$ cat config.mk
export PLATFORM = sky130hd
export DESIGN_NAME = ssr_top
export DESIGN_NICKNAME = d
export VERILOG_FILES = /design/src/rtl/ssr_pkg.sv /design/src/rtl/ssr_fifo.sv /design/src/rtl/ssr_top.sv
export SDC_FILE = /design/constraint.sdc
export NUM_CORES = 1
export LEC_CHECK = 0
export ABC_AREA = 1
export BUFFER_PORTS_ARGS = -buffer_cell sky130_fd_sc_hd__buf_2
export CORE_MARGIN = 10
export CORE_UTILIZATION = 57
export CTS_CLUSTER_DIAMETER = 150
export DETAILED_ROUTE_END_ITERATION = 10
export GPL_TIMING_DRIVEN = 0
export HOLD_SLACK_MARGIN = 0.05
export PLACE_DENSITY = 0.76
export SLEW_MARGIN = 20
export SYNTH_ARGS = -nofsm -noshare
export SYNTH_HDL_FRONTEND = slang
export SYNTH_SLANG_ARGS = --single-unit
export TNS_END_PERCENT = 50
$ cat constraint.sdc
create_clock -name core_clk_i -period 2.4 [get_ports core_clk_i]
set_input_delay 0.36 -clock core_clk_i [delete_from_list [all_inputs] [get_ports core_clk_i]]
set_output_delay 0.36 -clock core_clk_i [all_outputs]
set_load 0.05 [all_outputs]
$ cat src/rtl/ssr_pkg.sv
// Purpose: constants for the serial shift and store register
// Assumes: one core clock; the shift clock arrives as a sampled input
// Notes: Functional notes below
//
// Functional notes
// - eight shift stages feed an eight-bit latch driven out through three-state drivers
// - on shift clock rise stage zero takes serial input, others shift along
// - latch follows stages while latch load high, holds while low
// - parallel outputs driven only while drive enable is high
// - enable low floats all parallel outputs; shifting and chain outputs keep working
// - rising edge moves stage six into seven; rise chain output shows it
// - falling edge copies last parallel stage into fall chain output
// - either chain output may feed the next device sharing the shift clock
`default_nettype none
package ssr_pkg;
  localparam int STAGES = 8;
  localparam int FIFO_DEPTH = 8;
  localparam logic [STAGES-1:0] ZERO_WORD = 8'h00;
endpackage : ssr_pkg
`default_nettype wire

$ cat src/rtl/ssr_fifo.sv
// Purpose: small valid/ready FIFO for latched words
// Assumes: one clock, synchronous active-high reset
// Notes: full and empty come from an occupancy count
`default_nettype none
module ssr_fifo #(
  parameter int WIDTH = 8,
  parameter int DEPTH = 8
) (
  input wire logic core_clk_i,
  input wire logic sys_rst_i,
  input wire logic clk_en_i,
  input wire logic in_valid_i,
  output logic in_ready_o,
  input wire logic [WIDTH-1:0] in_data_i,
  output logic out_valid_o,
  input wire logic out_ready_i,
  output logic [WIDTH-1:0] out_data_o
);
  localparam int AW = (DEPTH > 1) ? $clog2(DEPTH) : 1;
  // refused at elaboration: the pointers wrap by plain overflow
  if (WIDTH < 1 || DEPTH < 2 || (DEPTH & (DEPTH - 1)) != 0) begin : g_bad_size
    $error("depth must be a power of two");
  end
  logic [WIDTH-1:0] mem_q [DEPTH];
  logic [AW-1:0] wr_q;
  logic [AW-1:0] rd_q;
  logic [AW-1:0] rd_d;
  logic [AW:0] cnt_q;
  logic [AW:0] cnt_d;
  logic valid_q;
  logic [WIDTH-1:0] head_q;
  logic push;
  logic pop;
  assign in_ready_o = (cnt_q != (AW+1)'(DEPTH));
  assign push = in_valid_i && in_ready_o && clk_en_i;
  assign pop = valid_q && out_ready_i && clk_en_i;
  assign rd_d = pop ? rd_q + 1'b1 : rd_q;
  always_comb begin
    cnt_d = cnt_q;
    if (push && !pop) begin
      cnt_d = cnt_q + 1'b1;
    end else if (pop && !push) begin
      cnt_d = cnt_q - 1'b1;
    end
  end
  always_ff @(posedge core_clk_i) begin
    if (push) begin
      mem_q[wr_q] <= in_data_i;
    end
  end
  always_ff @(posedge core_clk_i) begin
    if (sys_rst_i) begin
      wr_q <= '0;
      rd_q <= '0;
      cnt_q <= '0;
      valid_q <= 1'b0;
    end else if (clk_en_i) begin
      if (push) begin
        wr_q <= wr_q + 1'b1;
      end
      rd_q <= rd_d;
      cnt_q <= cnt_d;
      valid_q <= (cnt_d != '0);
    end
  end
  // head word is registered so the outputs come straight from flops;
  // a word written into the slot that becomes the head bypasses the array
  always_ff @(posedge core_clk_i) begin
    if (clk_en_i) begin
      head_q <= (push && wr_q == rd_d) ? in_data_i : mem_q[rd_d];
    end
  end
  assign out_valid_o = valid_q;
  assign out_data_o = head_q;
  fifo_bound_a: assert property (@(posedge core_clk_i) disable iff (sys_rst_i)
    cnt_q <= (AW+1)'(DEPTH)) else $error("fifo count above depth");
endmodule : ssr_fifo
`default_nettype wire

$ cat src/rtl/ssr_top.sv
// Purpose: serial-in parallel-out shift register with storage latch
// Assumes: shift clock, latch load and enables sampled on core_clk_i
// Notes: each latch load is also queued as a word through a FIFO while it has room
`default_nettype none
module ssr_top #(
  parameter int STAGES = ssr_pkg::STAGES,
  parameter int FIFO_DEPTH = ssr_pkg::FIFO_DEPTH
) (
  input wire logic core_clk_i,
  input wire logic sys_rst_i,
  input wire logic clk_en_i,
  input wire logic serial_in_i,
  input wire logic shift_clock_i,
  input wire logic latch_load_i,
  input wire logic drive_en_i,
  output logic [STAGES-1:0] parallel_out_o,
  output logic [STAGES-1:0] parallel_out_oe_o,
  output logic chain_out_rise_o,
  output logic chain_out_fall_o,
  output logic word_valid_o,
  input wire logic word_ready_i,
  output logic [STAGES-1:0] word_data_o
);
  // ************************************************************
  // parameter checks
  // ************************************************************
  // refused at elaboration: stage numbering below assumes exactly eight
  if (STAGES != ssr_pkg::STAGES) begin : g_bad_stages
    $error("only eight stages supported");
  end
  if (FIFO_DEPTH < 2) begin : g_bad_depth
    $error("word queue needs at least two entries");
  end
  // ************************************************************
  // helper functions
  // ************************************************************
  localparam int FW = $clog2(STAGES) + 1;
  localparam logic [FW-1:0] FULL_COUNT = FW'(STAGES);
  // one detector serves both polarities so the two edges cannot drift apart
  function automatic logic level_edge(
    input logic now_lvl,
    input logic old_lvl,
    input logic pol
  );
    return (now_lvl == pol) && (old_lvl != pol);
  endfunction : level_edge
  // counts stop at a full register so they never wrap back to unknown data
  function automatic logic [FW-1:0] sat_inc(input logic [FW-1:0] cnt);
    return (cnt == FULL_COUNT) ? cnt : cnt + 1'b1;
  endfunction : sat_inc
  // ************************************************************
  // shift clock edge detection
  // ************************************************************
  // the shift clock is synchronous per assumption, so one history flop suffices
  logic sclk_q;
  logic rise;
  logic fall;
  logic rst_seen_q;
  always_ff @(posedge core_clk_i) begin
    if (sys_rst_i) begin
      sclk_q <= 1'b0;
      rst_seen_q <= 1'b0;
    end else if (clk_en_i) begin
      sclk_q <= shift_clock_i;
      rst_seen_q <= 1'b1;
    end
  end
  // no edge is inferred on the first sample after reset
  assign rise = clk_en_i && rst_seen_q && level_edge(shift_clock_i, sclk_q, 1'b1);
  assign fall = clk_en_i && rst_seen_q && level_edge(shift_clock_i, sclk_q, 1'b0);
  // ************************************************************
  // shift stages and latch
  // ************************************************************
  // data state has no reset; it starts unknown like the real part
  logic [STAGES-1:0] stage_q;
  logic [STAGES-1:0] latch_q;
  logic [STAGES-1:0] stage_d;
  logic rise_out_q;
  logic fall_out_q;
  assign stage_d = {stage_q[STAGES-2:0], serial_in_i};
  always_ff @(posedge core_clk_i) begin
    if (rise) begin
      stage_q <= stage_d;
      rise_out_q <= stage_q[STAGES-2];
    end
  end
  // the fall output trails by half a shift clock, giving the next device hold margin
  always_ff @(posedge core_clk_i) begin
    if (fall) begin
      fall_out_q <= stage_q[STAGES-1];
    end
  end
  // latch is transparent: it follows the stages including a same-cycle shift
  always_ff @(posedge core_clk_i) begin
    if (clk_en_i && latch_load_i) begin
      latch_q <= rise ? stage_d : stage_q;
    end
  end
  // ************************************************************
  // three-state drivers
  // ************************************************************
  // enable is registered so every output comes from a flop; it lags by one cycle
  logic [STAGES-1:0] oe_q;
  always_ff @(posedge core_clk_i) begin
    if (sys_rst_i) begin
      oe_q <= ssr_pkg::ZERO_WORD;
    end else if (clk_en_i) begin
      oe_q <= {STAGES{drive_en_i}};
    end
  end
  assign parallel_out_o = latch_q;
  assign parallel_out_oe_o = oe_q;
  assign chain_out_rise_o = rise_out_q;
  assign chain_out_fall_o = fall_out_q;
  // ************************************************************
  // word queue
  // ************************************************************
  // a word is queued when latch load falls, i.e. once per update
  logic load_q;
  logic push;
  logic fifo_ready;
  always_ff @(posedge core_clk_i) begin
    if (sys_rst_i) begin
      load_q <= 1'b0;
    end else if (clk_en_i) begin
      load_q <= latch_load_i;
    end
  end
  assign push = rst_seen_q && load_q && !latch_load_i;
  // a full queue drops the word; the latch itself never stalls
  ssr_fifo #(.WIDTH(STAGES), .DEPTH(FIFO_DEPTH)) ssr_fifo_inst (
    .core_clk_i(core_clk_i),
    .sys_rst_i(sys_rst_i),
    .clk_en_i(clk_en_i),
    .in_valid_i(push),
    .in_ready_o(fifo_ready),
    .in_data_i(latch_q),
    .out_valid_o(word_valid_o),
    .out_ready_i(word_ready_i),
    .out_data_o(word_data_o)
  );
  // ************************************************************
  // checker bookkeeping
  // ************************************************************
  // data state starts unknown, so the checks wait until it has been filled
  logic [FW-1:0] fill_q;
  logic [FW-1:0] seg_q;
  logic full;
  logic fall_known_q;
  logic latch_known_q;
  assign full = (fill_q == FULL_COUNT);
  always_ff @(posedge core_clk_i) begin
    if (sys_rst_i) begin
      fill_q <= '0;
    end else if (rise) begin
      fill_q <= sat_inc(fill_q);
    end
  end
  // rises since the last latch load, for the full word cover
  always_ff @(posedge core_clk_i) begin
    if (sys_rst_i) begin
      seg_q <= '0;
    end else if (clk_en_i && latch_load_i) begin
      seg_q <= '0;
    end else if (rise) begin
      seg_q <= sat_inc(seg_q);
    end
  end
  // the fall output is only known after a fall that follows a full register
  always_ff @(posedge core_clk_i) begin
    if (sys_rst_i) begin
      fall_known_q <= 1'b0;
    end else if (fall && full) begin
      fall_known_q <= 1'b1;
    end
  end
  // the latch is only known once it has been loaded from a full register
  always_ff @(posedge core_clk_i) begin
    if (sys_rst_i) begin
      latch_known_q <= 1'b0;
    end else if (clk_en_i && latch_load_i && full) begin
      latch_known_q <= 1'b1;
    end
  end
  // ************************************************************
  // checks
  // ************************************************************
  // checks on state that starts unknown wait for the flags above so power-up data never trips them
  shift_move_a: assert property (@(posedge core_clk_i) disable iff (sys_rst_i)
    (rise && full) |=> stage_q == {$past(stage_q[STAGES-2:0]), $past(serial_in_i)})
    else $error("shift wrong");
  rise_out_a: assert property (@(posedge core_clk_i) disable iff (sys_rst_i)
    (rise && full) |=> chain_out_rise_o == stage_q[STAGES-1]) else $error("rise out wrong");
  rise_hold_a: assert property (@(posedge core_clk_i) disable iff (sys_rst_i)
    (!rise && full) |=> $stable(chain_out_rise_o)) else $error("rise out moved");
  fall_out_a: assert property (@(posedge core_clk_i) disable iff (sys_rst_i)
    (fall && full) |=> chain_out_fall_o == $past(stage_q[STAGES-1])) else $error("fall wrong");
  fall_hold_a: assert property (@(posedge core_clk_i) disable iff (sys_rst_i)
    (!fall && fall_known_q) |=> $stable(chain_out_fall_o)) else $error("fall out moved");
  latch_follow_a: assert property (@(posedge core_clk_i) disable iff (sys_rst_i)
    (clk_en_i && latch_load_i && full) |=> parallel_out_o == stage_q) else $error("latch lag");
  latch_hold_a: assert property (@(posedge core_clk_i) disable iff (sys_rst_i)
    (!latch_load_i && latch_known_q) |=> $stable(parallel_out_o)) else $error("latch moved");
  drive_en_a: assert property (@(posedge core_clk_i) disable iff (sys_rst_i)
    clk_en_i |=> parallel_out_oe_o == {STAGES{$past(drive_en_i)}}) else $error("oe wrong");
  float_shift_a: assert property (@(posedge core_clk_i) disable iff (sys_rst_i)
    (rise && !drive_en_i) |=> stage_q[0] == $past(serial_in_i)) else $error("no shift");
  float_chain_a: assert property (@(posedge core_clk_i) disable iff (sys_rst_i)
    (fall && full && !drive_en_i) |=> chain_out_fall_o == $past(stage_q[STAGES-1]))
    else $error("no chain out");
  word_push_a: assert property (@(posedge core_clk_i) disable iff (sys_rst_i)
    (clk_en_i && push) |=> word_valid_o) else $error("word lost");
  // ************************************************************
  // cover points
  // ************************************************************
  full_word_c: cover property (@(posedge core_clk_i)
    clk_en_i && latch_load_i && seg_q == FULL_COUNT);
  float_c: cover property (@(posedge core_clk_i) rise && !drive_en_i);
  fall_edge_c: cover property (@(posedge core_clk_i) fall && fall_known_q);
  word_out_c: cover property (@(posedge core_clk_i) word_valid_o && word_ready_i);
  word_drop_c: cover property (@(posedge core_clk_i) clk_en_i && push && !fifo_ready);
endmodule : ssr_top
`default_nettype wire

# Yosys cells after proc, flatten, opt, wreduce, memory -nomap -nowiden
# Memory sizes are Yosys's and may differ from the RTL's. A register that Yosys moved wholly into a read port is not among the register bits.
# Index checks and enable logic that the tools add are counted.
# totals
output_inout_bits,27
regBits,33
ramBits,64
mem_count,1
input_bits,8
# memory_table
memory,words,width,rd,rd_ports_with_merged_regs,wr,line,rtl
ssr_fifo_inst.mem_q,8,8,1,1,1,ssr_fifo.sv:24,logic [WIDTH-1:0] mem_q [DEPTH];
# op_classes
bitwise_logic,2
n_mux,6
addsub,4
eq_ne,1
reduce_logical,19
# op_table
op,n
$logic_and A1 B1 Y1,14
$mux W4,2
$mux W8,1
$add A3 B1 Y3 const B,2
$add A4 B1 Y4 const B,1
$ne A4 B4 Y1 const B,1
$reduce_bool A4 Y1,1
$sub A4 B1 Y4 const B,1
$logic_not A1 Y1,3
$mux W3,1
$mux W1,2
$not A1 Y1,2
$reduce_and A2 Y1,1

# Longest topological paths before layout
# Gate-level depths: netlist of the first run.
# logic_depth
word_depth,9
ltp_mapped,12

# Cells and area by module
# Synthesis of the first run repeated with hierarchy kept, for this count alone.
# hier_totals
hier_cells,483
area_unflattened_um2,4730.8
# by_module_without_submodules
mod,n_inst,seq_area_each_um2,area_each_um2,cells_each
ssr_fifo,1,2382.3,3925.0,409
ssr_top,1,540.5,805.8,74

# Worst setup path before layout of the first run
# Ideal clock, no wire load.
# synth_timing
path_kind,register -> register
from,reg ssr_fifo_inst.cnt_q[0]
to,mem ssr_fifo_inst.mem_q[6][0] (enable)
required_ps,2017
path_buffers,0
setup_slack_ps,309
arrival_time_ps,1707
path_stages_with_launch,8
path_cell_list,dfxtp_1 > inv_1 > ha_1 > nand3_1 > nand2_2 > inv_2 > nand2_1 > nor3_1
# synth_via
elab_chain_cells,5
# synth_rtl
item,line,rtl
"start, declared",ssr_fifo.sv:28,logic [AW:0] cnt_q;
"start signal, assigned",ssr_fifo.sv:62,cnt_q <= cnt_d;
$ne A4 B4 Y1,ssr_fifo.sv:34,assign in_ready_o = (cnt_q != (AW+1)'(DEPTH));
$logic_and A1 B1 Y1 (2 in series),ssr_fifo.sv:35,assign push = in_valid_i && in_ready_o && clk_en_i;
$mux W1,ssr_fifo.sv:47,if (push) begin
$mux W1 (not written as such),ssr_fifo.sv:48,mem_q[wr_q] <= in_data_i;
"end, declared",ssr_fifo.sv:24,
# No other way between the ends.

# Final worst setup path of the first run
# layout_timing
from,reg ssr_fifo_inst.cnt_q[0]
to,mem ssr_fifo_inst.mem_q[0][5] (enable)
# The elaborated chain is that of the path after synthesis.

==> impl_results.md, run 1 <==
* Crit Reg-Reg Startpoint: ssr_fifo_inst.cnt_q[0]
* WL final at 8.78 mm
* Synth Register Bits at 105
* Reg-to-reg endpoint: ssr_fifo_inst.mem_q[0][5]
* Worst skew pair latency at 380 ps
* Hold depth at 3
* Root Driver: clkbuf_8
* Core ar. at 0.00777 mm^2
* Static Leak at 2.18 nW
* Deepest clock path buffer count at 2
* Max VDD drop at 0.000575 V
* Mapped Cells at 452
* Placer Congestion at 0.905
* Die area at 0.0120 mm^2
* Worst setup EP type: flip-flop
* Mapped Nets at 464
* Dpl cells at 588
* Worst path slowest cell: nor2_2
* Chip Height at 110 um
* RSZ-0062 raised after global routing: false
* Crit start category: flip-flop
* Skew final at 9.49 ps
* Slew HR at 0.566
* Starting DRT DRC Count at 172
* Largest net degree at the start of global routing at 20
* Clk sink count at 105
* Number of synthesized flops with an enable pin at 82
* Tcrit/Tclk final at 0.915
* Chip width at 110 um
* Status: complete, no violations
* Yosys cell types at 27
* Via Count at 3113
* H-tree levels at 3
* Hold EP: stage_q[0]
* Final Hold Viols at 0
* Synth Flop Type: edfxtp_1
* GRT Util Overall at 0.158
* WL per Instance at 14.5 um
* Grt met3 use at 0.0462
* CP top delay family: simple AND/OR/NAND/NOR gates
* Port Buffers at 34
* Final hold slack at 203 ps
* Crit path buf inv count at 2
* Initial core utilization at 0.590
* Pwr dens at 731 mW/mm^2
* Biggest area consumer among synthesized cells: edfxtp_1
* Via/cell ratio at 5.15
* Multi-input logic area at 0.00133 mm^2
* Total congestion overflow at 0
* Grt peak-use layer: met2
* Worst min-delay path category: primary input to flip-flop
* Critical Path Fanout Max at 9
* GRT met2 Usage at 0.261
* Max-cap viol count at 0
* Max Clk Rate at 456 MHz
* # IOs at 35
* Row cnt at 32
* Nets at 509
* DRC Markers at 0
* Fraction of layout cells with a size suffix above 1 at 0.189
* Cts hold-fix bufs at 0
* Fill cells at 594
* Slew Limit Fails at 0
* # diodes at 0
* GR Util met1 at 0.198
* Ys Warns at 0
* Area Growth Syn to Fin at 11.2%
* CTS tree: done
* Num CTS Buffers at 9
* Most common cell in the synthesized netlist: nand2_1
* Slowest stage delay, CP at 450 ps
* Post-synthesis sequential area ratio at 0.638
* Fraction of registers with async set/reset at 0
* Setup slack, reg-to-reg at 200 ps
* Top cells by count, synth: nand2_1 (142), edfxtp_1 (82), nand3_1 (54)
* Synth Area per Inst at 10.1 um^2
* WP data arrival at 2210 ps
* Worst R2R Path Depth at 7
* Synth area leaders: edfxtp_1 (54%), nand2_1 (12%), dfxtp_1 (10%), nand3_1 (5.9%), inv_1 (4.3%)
* First-pass detailed-route iteration total at 5
* Worst Path Required at 2420 ps
* Critical path class: flip-flop to flip-flop
* Top cell type's share of synthesized area at 0.537
* Final Critical Period at 2200 ps
* First-pass GRT wire length at 14.8 mm
* Hold Crit Start: serial_in_i
* Worst path cell trace: inv_1 > ha_1 > nand3_1 > nand2_2 > inv_2 > nand2_1 > nor2_2
* Setup Viol. Count Final at 0
* Synth Cell Area at 0.00458 mm^2
* HPWL after DPL at 6.49 mm
* Setup_tns at 0 ps
* Initial antenna violation count at 0
* Clock transition at path regs at 100 ps
* Worst Tran Pin Value at 648 ps
* Post-CTS setup buffer count at 0
* Vias in the first global route at 3048
* Final ANT Viol Nets at 0
* Layout Cells excl Fill at 604
* Worst Setup SP: ssr_fifo_inst.cnt_q[0]
* Register Area at 0.00292 mm^2
-- power breakdown --
| part | total [mW] | internal [mW] | switching, mW |
|---|---|---|---|
| sequential | 2.13 | 2.06 | 0.0741 |
| combinational | 0.561 | 0.166 | 0.395 |
| clock | 1.03 | 0.401 | 0.629 |
| total | 3.73 | 2.63 | 1.10 |
-- placed cells by master (no fill, tap or decap), types with 4 or more instances in the layout --
cell / count
o211ai_1: 7
buf_6: 4
nor2_1: 15
nor2_2: 5
a21oi_1: 9
nand3_1: 54
inv_1: 52
nand2_2: 8
edfxtp_1: 82
inv_2: 4
dfxtp_1: 23
buf_2: 35
o21ai_0: 11
buf_4: 12
nand2_1: 142
clkbuf_8: 9
ha_1: 4
-- final cells by class --
cell class              instances  share of cell area
inverters                      56              0.0413
flip-flops and latches        105               0.574
clock buffers                  10              0.0250
repair buffers                 34              0.0334
clock inverters                 6              0.0115
well taps                     102              0.0250
multi-input cells             273               0.262
plain buffers                  18              0.0282
-- worst min-delay path: cells and delay by family --
kind	cells	cell delay, ps
buffers and inverters	1	80
and+or+nand+nor	2	110
-- registers in the layout (all words and copies together) (netlist names), 3 cells and up --
| register | flops |
|---|---|
| stage_q | 8 |
| parallel_out_o | 8 |
| ssr_fifo_inst.wr_q | 3 |
| ssr_fifo_inst.rd_q | 3 |
| ssr_fifo_inst.out_data_o | 8 |
| ssr_fifo_inst.mem_q | 64 |
| ssr_fifo_inst.cnt_q | 4 |
-- stage by stage --
stage / area [um^2] / total power [mW] / utilization / worst slack [ps]
floorplan: 4580 / 2.59 / - / 309
global placement: 4880 / 2.72 / 0.628 / -244
detailed placement: 4880 / 2.74 / 0.628 / -321
CTS: 5080 / 3.75 / 0.654 / 32.2
global route: 5090 / 3.89 / 0.656 / 14.4
finish: 5090 / 3.73 / 0.656 / 205
-- how the worst max path moves through the flow --
stage,to,cells past startpoint
after CTS,ssr_fifo_inst.mem_q[0][5],7
after global placement,ssr_fifo_inst.mem_q[6][5],8
after detailed placement,ssr_fifo_inst.mem_q[6][5],8
final,ssr_fifo_inst.mem_q[0][5],7
after floorplan,ssr_fifo_inst.mem_q[6][0],7
after global routing,ssr_fifo_inst.mem_q[0][5],7
-- logic make-up after synthesis --
group / after synthesis / share of synthesized area
DFF: 105 / 0.638
adders and majority gates: 4 / 0.0109
AOI/OAI and AO/OA: 31 / 0.0393
buffers and inverters: 74 / 0.0773
and+or+nand+nor: 238 / 0.235
-- timing repair --
item	in CTS	in global routing
endpoints found under the hold margin	0	0
endpoints found under the setup margin	16	45
pin swaps	0	0
resized for setup	2	6
-- routing by layer --
layer  vias up  routed length [um]
met5         -                   0
met4         0                  95
met3        11                 598
met2        78                4240
met1      1453                3850
li1       1571                   -
Note: power is estimated with default switching activity, not from simulation.
==> run 2, diff against run 1 <==
--- a/config.mk
+++ b/config.mk
@@ -7,15 +7,18 @@
 export LEC_CHECK = 0
 export ABC_AREA = 1
 export BUFFER_PORTS_ARGS = -buffer_cell sky130_fd_sc_hd__buf_2
+export CELL_PAD_IN_SITES_DETAIL_PLACEMENT = 0
+export CELL_PAD_IN_SITES_GLOBAL_PLACEMENT = 1
 export CORE_MARGIN = 10
-export CORE_UTILIZATION = 57
+export CORE_UTILIZATION = 50
 export CTS_CLUSTER_DIAMETER = 150
 export DETAILED_ROUTE_END_ITERATION = 10
 export GPL_TIMING_DRIVEN = 0
 export HOLD_SLACK_MARGIN = 0.05
-export PLACE_DENSITY = 0.76
+export PLACE_DENSITY_LB_ADDON = 0.1
 export SLEW_MARGIN = 20
 export SYNTH_ARGS = -nofsm -noshare
 export SYNTH_HDL_FRONTEND = slang
+export SYNTH_HIERARCHICAL = 1
 export SYNTH_SLANG_ARGS = --single-unit
 export TNS_END_PERCENT = 50
==> constraint.sdc (replaced) <==
create_clock -name core_clk_i -period 2.64 [get_ports core_clk_i]
set_input_delay 0.396 -clock core_clk_i [delete_from_list [all_inputs] [get_ports core_clk_i]]
set_output_delay 0.396 -clock core_clk_i [all_outputs]
set_load 0.05 [all_outputs]
==> run 2 against run 1 <==
Compared with the run above:
- hold slack better by 44 ps
- synthesized area is 3.2% higher
- sequential share of layout area is 1.9 points lower
- clock power is 5% lower
- final cell count is 9.6% higher
- utilization is 8.6 points lower
- register-to-register slack better by 130 ps
- synthesized cell count is 6.9% higher
- critical path depth stayed put
- largest power group unchanged
==> impl_results.md, run 2 <==
* Initial antenna violation count at 0
* Static Leak at 2.37 nW
* Initial core utilization at 0.512
* Total congestion overflow at 0
* Max VDD drop at 0.000341 V
* Hold EP: parallel_out_oe_o[0]
* Worst skew pair latency at 360 ps
* HPWL after DPL at 7.00 mm
* Max Clk Rate at 433 MHz
* Dpl cells at 646
* Post-CTS setup buffer count at 0
* First-pass detailed-route iteration total at 4
* DRC Markers at 0
* Slew HR at 0.466
* Slowest stage delay, CP at 650 ps
* Setup slack, reg-to-reg at 330 ps
* Layout Cells excl Fill at 662
* Critical Path Fanout Max at 10
* Final ANT Viol Nets at 0
* CTS tree: done
* Worst path cell trace: inv_1 > ha_1 > nand3_2 > nand2_2 > inv_1 > nand2_1 > nor2_1
* Top cells by count, synth: nand2_1 (123), inv_1 (85), nand3_1 (83)
* Fraction of registers with async set/reset at 0
* RSZ-0062 raised after global routing: false
* Worst Setup SP: ssr_fifo_inst/cnt_q[0]
* Die area at 0.0138 mm^2
* Final hold slack at 247 ps
* GRT Util Overall at 0.153
* Mapped Nets at 495
* Layout Utilization at 0.570
* Pwr dens at 616 mW/mm^2
* H-tree levels at 3
* Clk sink count at 105
* Max-cap viol count at 0
* Worst Tran Pin Value at 798 ps
* Cts hold-fix bufs at 0
* Worst Path Required at 2630 ps
* # diodes at 0
* Core ar. at 0.00924 mm^2
* Synth area leaders: edfxtp_1 (52%), nand2_1 (9.8%), dfxtp_1 (9.7%), nand3_1 (8.8%), inv_1 (6.7%)
* Most common cell after layout, fill and taps aside: nand2_1
* Placer Congestion at 0.803
* Biggest area consumer among synthesized cells: edfxtp_1
* Synth Cell Area at 0.00473 mm^2
* Crit Reg-Reg Startpoint: ssr_fifo_inst/cnt_q[0]
* Chip Height at 117 um
* Critical path class: flip-flop to flip-flop
* Synth Area per Inst at 9.79 um^2
* Via Count at 3214
* Status: complete, no violations
* Clock transition at path regs at 110 ps
* Worst path slowest cell: nor2_1
* Max reg flops at 64
* Fill cells at 827
* WL per Instance at 15.0 um
* Num CTS Buffers at 9
* Area Growth Syn to Fin at 11.3%
* Yosys cell types at 26
* Hold Crit Start: sys_rst_i
* WP data arrival at 2300 ps
* Final Hold Viols at 0
* Port Buffers at 34
* Fraction of layout cells with a size suffix above 1 at 0.159
* Number of synthesized flops with an enable pin at 82
* Worst setup EP type: flip-flop
* Largest Register: ssr_fifo_inst/mem_q
* First-pass GRT wire length at 16.0 mm
* Mapped Cells at 483
* Tot Pwr at 3.24 mW
* Hold depth at 2
* Vias in the first global route at 3137
* Root Driver: clkbuf_8
* Nets at 540
* Setup_tns at 0 ps
* Post-synthesis sequential area ratio at 0.618
* Largest net degree at the start of global routing at 22
* WL final at 9.95 mm
* Setup Viol. Count Final at 0
* Skew final at 12.4 ps
* Slew Limit Fails at 0
* Synth Flop Type: edfxtp_1
* Chip width at 117 um
* CP dominant cell by count: inv_1
* Most common cell in the synthesized netlist: nand2_1
* Deepest clock path buffer count at 2
* # IOs at 35
* Reg-to-reg endpoint: ssr_fifo_inst/mem_q[0][2]
* Final Critical Period at 2310 ps
* Worst R2R Path Depth at 7
* Ys Warns at 6
* # resized after CTS at 0
* Row cnt at 35
* Synth Register Bits at 105
* Crit start category: flip-flop
* Most frequent cells in the layout: nand2_1 (123), inv_1 (85), nand3_1 (83), edfxtp_1 (82), buf_2 (38)
* Via/cell ratio at 4.85
* Tcrit/Tclk final at 0.874
* Worst min-delay path category: primary input to flip-flop
* Starting DRT DRC Count at 217
* Top cell type's share of synthesized area at 0.520
[run 2: through the flow]
| stage | cell area (um^2) | worst slack (ps) |
|---|---|---|
| finish | 5270 | 333 |
| global route | 5270 | 196 |
| global placement | 5060 | 172 |
| CTS | 5270 | 336 |
| floorplan | 4730 | 633 |
| detailed placement | 5060 | 156 |
[run 2: final cells by class]
| type | instances | area (um^2) | share of cell area |
|---|---|---|---|
| sequential | 105 | 2920 | 0.555 |
| multi-input combinational | 272 | 1360 | 0.259 |
| inverter | 90 | 339 | 0.0644 |
| timing repair buffer | 34 | 170 | 0.0323 |
| tap | 129 | 161 | 0.0307 |
| clock buffer | 9 | 124 | 0.0235 |
| buffer | 16 | 106 | 0.0202 |
| clock inverter | 7 | 78.8 | 0.0150 |
[run 2: kinds of logic (layout without fill, tap and decap cells)]
logic type,count (synthesis),count (layout),share of synthesized area
XOR/XNOR,2,2,0.00767
adder cells (fa/ha/maj),4,4,0.0106
buffers and inverters,106,156,0.0942
flip-flops,105,105,0.618
AND/OR/NAND/NOR,250,250,0.250
AO/OA/AOI/OAI,16,16,0.0193
[run 2: worst max-delay path, delay by kind of cell (launching register included)]
family | cells | cell delay (ps)
DFF | 1 | 420
adders and majority gates | 1 | 240
and+or+nand+nor | 4 | 1060
buffers and inverters | 2 | 210
[run 2: how the worst max path moves through the flow]
stage | end | slack [ps] | cells after the start
2_1_floorplan | ssr_fifo_inst/out_data_o[0] | 630 | 8
3_3_place_gp | ssr_fifo_inst/mem_q[0][5] | 170 | 7
6_report | ssr_fifo_inst/mem_q[0][2] | 330 | 7
5_1_grt | ssr_fifo_inst/mem_q[0][5] | 200 | 7
4_1_cts | ssr_fifo_inst/mem_q[0][5] | 340 | 7
3_5_place_dp | ssr_fifo_inst/mem_q[0][5] | 160 | 7
[run 2: routing by layer]
metal	wire [um]	global-route usage
met3	523	0.0331
met5	0	0
met2	4800	0.257
met1	4540	0.192
met4	89	0.0470
[run 2: where the power goes]
part	total, mW	switching (mW)	leakage, nW	internal [mW]
combinational	0.346	0.253	1.32	0.0925
clock	0.983	0.602	0.104	0.380
sequential	1.91	0.0607	0.940	1.85
total	3.24	0.916	2.37	2.32
